### src/design/addr_match_defs.svh
// constants for the serial slave address front end
`ifndef ADDR_MATCH_DEFS_SVH
`define ADDR_MATCH_DEFS_SVH
`define BASE_SLAVE_ADDR 7'h42
`define LAST_SLAVE_ADDR 7'h49
`define ADDR_BITS 7
`define BYTE_BITS 4'h8
`define GLITCH_NS 50
`define CLK_PERIOD_NS 8
`define GLITCH_CYCLES ((`GLITCH_NS + `CLK_PERIOD_NS - 1) / `CLK_PERIOD_NS)
`endif

### src/design/addr_match_pkg.sv
// types for the serial slave address front end
package addr_match_pkg;
    typedef enum logic [2:0] {
        ST_IDLE = 3'b000,
        ST_ADDR = 3'b001,
        ST_ACK = 3'b010,
        ST_XFER = 3'b011,
        ST_SKIP = 3'b100
    } phase_type;
    typedef struct packed {
        logic dir_read;
        logic selected;
    } match_type;
    typedef struct packed {
        logic [2:0] strap;
    } strap_type;
endpackage : addr_match_pkg

### src/design/i2c_slave_address_match.sv
// address phase front end of a serial two-wire slave
`timescale 1ns/1ps
`include "addr_match_defs.svh"

module i2c_slave_address_match #(
    parameter int FILT_CYCLES = `GLITCH_CYCLES
) (
    // clock and reset
    input wire logic clk_sys,
    input wire logic rst_n,
    // address straps
    input wire addr_match_pkg::strap_type straps,
    // bus lines
    input wire logic scl_in,
    input wire logic sda_in,
    output logic sda_out,
    output logic sda_oe,
    // status
    output addr_match_pkg::match_type match_ff,
    output logic busy_ff
);
    import addr_match_pkg::*;

    // refuse filter lengths the counter cannot hold
    if (FILT_CYCLES < 1 || FILT_CYCLES > 255) begin : g_filt_check
        $error("FILT_CYCLES out of range");
    end

    // ************************************************
    // synchronise and filter
    // ************************************************
    logic [2:0] scl_sync_ff, sda_sync_ff, nxt_scl_sync, nxt_sda_sync;
    logic [7:0] scl_cnt_ff, sda_cnt_ff, nxt_scl_cnt, nxt_sda_cnt;
    logic scl_ff, sda_ff, nxt_scl, nxt_sda;
    logic scl_prev_ff, sda_prev_ff;

    function automatic logic [7:0] filt_count(input logic agree, input logic differs, input logic [7:0] cnt);
        if (!agree || !differs) begin
            filt_count = 8'h00;
        end else begin
            filt_count = cnt + 8'h01;
        end
    endfunction : filt_count

    always_comb begin
        nxt_scl_sync = {scl_sync_ff[1:0], scl_in};
        nxt_sda_sync = {sda_sync_ff[1:0], sda_in};
        nxt_scl_cnt = filt_count(scl_sync_ff[1] == scl_sync_ff[2], scl_sync_ff[2] != scl_ff, scl_cnt_ff);
        nxt_sda_cnt = filt_count(sda_sync_ff[1] == sda_sync_ff[2], sda_sync_ff[2] != sda_ff, sda_cnt_ff);
        nxt_scl = scl_ff;
        nxt_sda = sda_ff;
        if (nxt_scl_cnt >= 8'(FILT_CYCLES)) begin
            nxt_scl = scl_sync_ff[2];
            nxt_scl_cnt = 8'h00;
        end
        if (nxt_sda_cnt >= 8'(FILT_CYCLES)) begin
            nxt_sda = sda_sync_ff[2];
            nxt_sda_cnt = 8'h00;
        end
    end

    always_ff @(posedge clk_sys) begin
        if (!rst_n) begin
            scl_sync_ff <= 3'h7;
            sda_sync_ff <= 3'h7;
            scl_cnt_ff <= 8'h00;
            sda_cnt_ff <= 8'h00;
            scl_ff <= 1'b1;
            sda_ff <= 1'b1;
            scl_prev_ff <= 1'b1;
            sda_prev_ff <= 1'b1;
        end else begin
            scl_sync_ff <= nxt_scl_sync;
            sda_sync_ff <= nxt_sda_sync;
            scl_cnt_ff <= nxt_scl_cnt;
            sda_cnt_ff <= nxt_sda_cnt;
            scl_ff <= nxt_scl;
            sda_ff <= nxt_sda;
            scl_prev_ff <= scl_ff;
            sda_prev_ff <= sda_ff;
        end
    end

    logic scl_rise, scl_fall, start_seen, stop_seen;
    always_comb begin
        scl_rise = scl_ff && !scl_prev_ff;
        scl_fall = !scl_ff && scl_prev_ff;
        start_seen = scl_ff && scl_prev_ff && !sda_ff && sda_prev_ff;
        stop_seen = scl_ff && scl_prev_ff && sda_ff && !sda_prev_ff;
    end

    // ************************************************
    // strap pins
    // ************************************************
    logic [2:0] strap_meta_ff, strap_mid_ff, strap_last_ff, strap_ff, nxt_strap;

    always_comb begin
        nxt_strap = strap_ff;
        if (strap_mid_ff == strap_last_ff) begin
            nxt_strap = strap_last_ff;
        end
    end

    always_ff @(posedge clk_sys) begin
        if (!rst_n) begin
            strap_meta_ff <= 3'h0;
            strap_mid_ff <= 3'h0;
            strap_last_ff <= 3'h0;
            strap_ff <= 3'h0;
        end else begin
            strap_meta_ff <= straps.strap;
            strap_mid_ff <= strap_meta_ff;
            strap_last_ff <= strap_mid_ff;
            strap_ff <= nxt_strap;
        end
    end

    // ************************************************
    // address phase
    // ************************************************
    phase_type phase_ff, nxt_phase;
    logic [7:0] shift_ff, nxt_shift;
    logic [3:0] bit_cnt_ff, nxt_bit_cnt;
    match_type nxt_match;
    logic sda_oe_ff, nxt_sda_oe;
    logic nxt_busy;
    logic [6:0] own_addr;

    // same value for read and write addressing
    always_comb begin
        own_addr = `BASE_SLAVE_ADDR + {4'h0, strap_ff};
    end

    always_comb begin
        nxt_phase = phase_ff;
        nxt_shift = shift_ff;
        nxt_bit_cnt = bit_cnt_ff;
        nxt_match = match_ff;
        nxt_sda_oe = sda_oe_ff;
        nxt_busy = busy_ff;
        if (start_seen) begin
            nxt_phase = ST_ADDR;
            nxt_bit_cnt = 4'h0;
            nxt_match = '0;
            nxt_sda_oe = 1'b0;
            nxt_busy = 1'b1;
        end else if (stop_seen) begin
            nxt_phase = ST_IDLE;
            nxt_match = '0;
            nxt_sda_oe = 1'b0;
            nxt_busy = 1'b0;
        end else begin
            unique case (phase_ff)
                ST_IDLE: begin
                    nxt_sda_oe = 1'b0;
                end
                ST_ADDR: begin
                    if (scl_rise) begin
                        nxt_shift = {shift_ff[6:0], sda_ff};
                        nxt_bit_cnt = bit_cnt_ff + 4'h1;
                    end
                    if (scl_fall && bit_cnt_ff == `BYTE_BITS) begin
                        if (shift_ff[7:1] == own_addr) begin
                            nxt_sda_oe = 1'b1;
                            nxt_phase = ST_ACK;
                            nxt_match.dir_read = shift_ff[0];
                            nxt_match.selected = 1'b1;
                        end else begin
                            nxt_phase = ST_SKIP;
                        end
                    end
                end
                ST_ACK: begin
                    if (scl_fall) begin
                        nxt_sda_oe = 1'b0;
                        nxt_phase = ST_XFER;
                    end
                end
                ST_XFER: begin
                    nxt_sda_oe = 1'b0;
                end
                ST_SKIP: begin
                    nxt_sda_oe = 1'b0;
                end
                default: begin
                    nxt_phase = ST_IDLE;
                    nxt_sda_oe = 1'b0;
                end
            endcase
        end
    end

    always_ff @(posedge clk_sys) begin
        if (!rst_n) begin
            phase_ff <= ST_IDLE;
            shift_ff <= 8'h00;
            bit_cnt_ff <= 4'h0;
            match_ff <= '0;
            sda_oe_ff <= 1'b0;
            busy_ff <= 1'b0;
        end else begin
            phase_ff <= nxt_phase;
            shift_ff <= nxt_shift;
            bit_cnt_ff <= nxt_bit_cnt;
            match_ff <= nxt_match;
            sda_oe_ff <= nxt_sda_oe;
            busy_ff <= nxt_busy;
        end
    end

    always_comb begin
        sda_out = 1'b0;
        sda_oe = sda_oe_ff;
    end

    // ************************************************
    // checks
    // ************************************************
    AST_NO_DRIVE_SKIP: assert property (@(posedge clk_sys) disable iff (!rst_n)
        phase_ff == ST_SKIP |-> !sda_oe_ff) else $error("drove bus after mismatch");
    AST_ACK_ON_MATCH: assert property (@(posedge clk_sys) disable iff (!rst_n)
        $rose(sda_oe_ff) |-> match_ff.selected && match_ff.dir_read == shift_ff[0])
        else $error("ack without match");
    AST_ACK_ADDR: assert property (@(posedge clk_sys) disable iff (!rst_n)
        $rose(sda_oe_ff) |-> shift_ff[7:1] == `BASE_SLAVE_ADDR + {4'h0, straps.strap}) else $error("wrong address");
    AST_ADDR_RANGE: assert property (@(posedge clk_sys) disable iff (!rst_n)
        own_addr >= `BASE_SLAVE_ADDR && own_addr <= `LAST_SLAVE_ADDR) else $error("address out of range");
    AST_DIR_BIT: assert property (@(posedge clk_sys) disable iff (!rst_n)
        $rose(match_ff.selected) |-> match_ff.dir_read == $past(shift_ff[0])) else $error("direction wrong");
    AST_IDLE_START: assert property (@(posedge clk_sys) disable iff (!rst_n)
        phase_ff == ST_IDLE && !start_seen |=> phase_ff == ST_IDLE) else $error("left idle without start");
    AST_STOP_IDLE: assert property (@(posedge clk_sys) disable iff (!rst_n)
        stop_seen && !start_seen |=> phase_ff == ST_IDLE && !busy_ff && !sda_oe_ff) else $error("stop ignored");
    AST_SHIFT_RISE: assert property (@(posedge clk_sys) disable iff (!rst_n)
        phase_ff == ST_ADDR && !scl_rise && !start_seen && !stop_seen |=> $stable(shift_ff))
        else $error("shift without clock rise");
    AST_FILTER: assert property (@(posedge clk_sys) disable iff (!rst_n)
        $changed(scl_ff) |-> $past(scl_sync_ff[2]) == scl_ff && $past(scl_cnt_ff) == 8'(FILT_CYCLES - 1))
        else $error("filter bypassed");
    AST_ACK_RELEASE: assert property (@(posedge clk_sys) disable iff (!rst_n)
        phase_ff == ST_ACK && scl_fall && !start_seen && !stop_seen |=> !sda_oe_ff)
        else $error("ack held too long");
    AST_SYNC_AGREE: assert property (@(posedge clk_sys) disable iff (!rst_n)
        $changed(sda_ff) |-> $past(sda_sync_ff[1]) == $past(sda_sync_ff[2]) && $past(sda_sync_ff[2]) == sda_ff)
        else $error("data line taken before settled");

endmodule : i2c_slave_address_match

### config.mk
export PLATFORM = sky130hd
export DESIGN_NAME = i2c_slave_address_match
export DESIGN_NICKNAME = d
export VERILOG_FILES = /design/src/design/addr_match_pkg.sv /design/src/design/i2c_slave_address_match.sv
export VERILOG_INCLUDE_DIRS = /design/src /design/src/design
export SDC_FILE = /design/constraint.sdc
export NUM_CORES = 1
export LEC_CHECK = 0
export BUFFER_PORTS_ARGS = -buffer_cell sky130_fd_sc_hd__buf_2
export CAP_MARGIN = 20
export CORE_UTILIZATION = 55
export CTS_CLUSTER_SIZE = 10
export DETAILED_ROUTE_END_ITERATION = 10
export HOLD_SLACK_MARGIN = 0.05
export PLACE_DENSITY = 0.73
export SLEW_MARGIN = 20
export SYNTH_ARGS = -nofsm -noshare
export SYNTH_HDL_FRONTEND = slang
export SYNTH_SLANG_ARGS = --single-unit
### constraint.sdc
create_clock -name clk_sys -period 2.2 [get_ports clk_sys]
set_clock_uncertainty 0.15 [all_clocks]
set_input_delay 0.44 -clock clk_sys [delete_from_list [all_inputs] [get_ports clk_sys]]
set_output_delay 0.44 -clock clk_sys [all_outputs]
set_load 0.02 [all_outputs]
==> run_results.csv <==
group,metric,value,unit
synth,yosysSeqAreaShare,49.6,%
final_layout,n_antenna_cell,0,
final_layout,area_growth,13.2,%
drt,dr_wl_met2,1760,um
synth,synth_top_cell_area_share,49.6,%
cts,hold_buffers,0,
drt,drt-total-wl,3690,um
cts,clock_path_buffers,2,
min_path,min_path_type,"input pin to flop",
floorplan,core_area,4000,um^2
timing,finalHoldViolations,0,
global_routing,grt_util_all_layers,20.1,%
synth,synth_area_leader_cell,"dfxtp_1",
floorplan,start_util,57.5,%
global_routing,grt_pass1_wl,6390,um
synth,postSynthAreaPerCell,9.70,um^2
setup_path,crit_type,"flop to flop",
cts,post_cts_buffers,0,
cts,post_cts_resized,0,
final_layout,final_layout_size_suffix_gt1_share,14.3,%
outcome,status,"finished, final reports clean",
placed_design,dp_hpwl,2640,um
placed_design,io_buffers,10,
drt,wl_per_cell,11.7,um
global_routing,antenna_found_initial,0,
cts,clk_pin_slew,0.06,ns
synth,ys_top_cells_by_area,"dfxtp_1 50%, nor2_1 4.4%, mux2i_1 4.4%",
timing,timing.hold.ws,0.151,ns
drt,wl_met3,129,um
cts,htree_num_levels,3,
timing,max_slew_margin,64.0,%
cts,clockRootBuffer,"clkbuf_8",
drt,first_pass_iters,4,
global_routing,first_global_vias,1499,
setup_path,path_cells,"ha_1, nor2b_4, a2111oi_4, a211oi_2, or3_1, a211oi_2",
final_layout,final_common_cell,"dfxtp_1",
setup_path,cp_max_fo,3,
power_and_ir_drop,total_power,0.00193,W
floorplan,die_area,4440,um^2
placed_design,gp_congestion,0.762,
synth,ys_warn_count,0,
global_routing,grt_max_degree,18,
floorplan,io_pins,12,
synth,postSynthCellCount,237,
final_layout,num-nets-final,277,
cts,clk_latency,0.32,ns
placed_design,place_inst,304,
flow_run,maxCapViolations,0,
synth,yosysUniqueCellTypes,45,
power_and_ir_drop,ir_drop,0.000580,V
floorplan,die_w,66.7,um
timing,post-route-min-period,2.04,ns
setup_path,cp.required,2.29,ns
global_routing,grt_remaining_overflow,0,
drt,drc,0,
timing,setup_viol,0,
timing,worst_pin_slew,0.535,ns
final_layout,fill_cells,357,
setup_path,start_kind,"flop",
setup_path,worst_r2r_path_depth,6,
synth,synth_edf_count,0,
setup_path,endpoint_kind,"flop",
timing,period_share,92.8,%
floorplan,die_y,66.7,um
final_layout,mostFrequentLayoutCells,"57 x dfxtp_1, 27 x nor2_1, 15 x a21oi_1",
setup_path,cp_data_arrival_time,2.13,ns
drt,drt_iter0_drc,49,
timing,slew_violations,0,
min_path,min_path_cells,2,
timing,setup-tns-final,0,ns
drt,vias,1653,
cts,cts_buffers,9,
power_and_ir_drop,powerDensity,739,nW/um^2
setup_path,path_common_cell,"a211oi_2",
drt,top_layer_used,"met4",
cts,cts_tree,"done",
power_and_ir_drop,leakage,1.13,nW
drt,vias_per_cell,5.23,
cts,cts.sinks,57,
setup_path,cp_slowest_cell,"or3_1",
drt,wl_met1,1770,um
timing,max_freq,490,MHz
synth,syn_area,2300,um^2
synth,yosys_register_bits,57,
final_layout,final_cells,316,
setup_path,cpPeakStageDelay,0.41,ns
floorplan,std_cell_rows,23,
synth,synth-main-ff-cell,"dfxtp_1",
drt,antenna_left,0,
timing,rsz0062_at_grt,"false",
synth,synthArstFlopShare,0,%
## worst paths after layout
kind	start	end	slack (ns)
worst min-delay path	sda_in	sda_sync_ff[0]	0.15
worst max-delay path	scl_cnt_ff[0]	scl_ff	0.16
worst min register to register	sda_sync_ff[0]	sda_sync_ff[1]	0.26
worst max register to register	scl_cnt_ff[0]	scl_ff	0.16
## stage by stage
step	util (%)	cell area (um^2)	setup WS [ns]
5_1_grt	65.1	2600	0.0541
3_5_place_dp	61.2	2450	0.158
6_report	65.1	2600	0.159
4_1_cts	65.1	2600	0.149
2_1_floorplan	-	2340	0.231
3_3_place_gp	61.2	2450	0.261
## state kept, by name (all words and copies together) (netlist names)
signal,count
sda_ff,1
strap_meta_ff,3
busy_ff,1
bit_cnt_ff,4
scl_sync_ff,3
scl_prev_ff,1
scl_ff,1
scl_cnt_ff,8
strap_ff,3
sda_prev_ff,1
sda_sync_ff,3
sda_cnt_ff,8
sda_oe,1
strap_last_ff,3
strap_mid_ff,3
match_ff,2
shift_ff,8
phase_ff,3
## cell families after synthesis
logic type / share of synthesized area (%)
AND/OR/NAND/NOR: 21.5
XOR/XNOR: 5.33
flip-flops: 49.6
multiplexers: 4.35
adder cells (fa/ha/maj): 2.72
buffers and inverters: 2.56
other: 0.163
AO/OA/AOI/OAI: 13.8
## area by class of cell
| class | instances | area (um^2) | area share, % |
|---|---|---|---|
| Sequential cell | 57 | 1140 | 43.8 |
| Tap cell | 50 | 62.6 | 2.40 |
| Multi-Input combinational cell | 176 | 1140 | 43.7 |
| Inverter | 7 | 26.3 | 1.01 |
| Clock buffer | 11 | 151 | 5.81 |
| Timing Repair Buffer | 14 | 80.1 | 3.08 |
| Clock inverter | 1 | 5.00 | 0.192 |
## synthesized netlist by cell type, drive strengths merged (3+ instances only)
cell,count
a211oi,3
buf,3
dfxtp,57
inv,7
a21oi,15
nand2b,12
nor2,27
or3,3
mux2i,10
nand2,10
o21ai,9
nor3,5
ha,5
a31oi,3
nand4,3
nand3,8
or2,3
clkbuf,4
xnor2,9
xor2,5
and2,9
o211ai,3
## power breakdown
part	total (W)	switching, W	internal [W]
Sequential	0.00107	0.0000172	0.00106
Clock	0.000790	0.000348	0.000442
Combinational	0.0000627	0.0000356	0.0000271
Total	0.00193	0.000401	0.00152
## metal layers
layer	vias up	track usage [%]
li1	866	-
met1	755	22.8
met2	28	31.6
met3	4	8.39
met4	0	11.2
met5	-	0
## critical path: cells and delay by family (launching register included)
| kind | cells | cell delay [ns] |
|---|---|---|
| AO/OA/AOI/OAI | 3 | 0.65 |
| AND/OR/NAND/NOR | 2 | 0.56 |
| adder cells (fa/ha/maj) | 1 | 0.30 |
| flip-flops | 1 | 0.31 |
No activity file was read; power rests on OpenSTA's default activity.
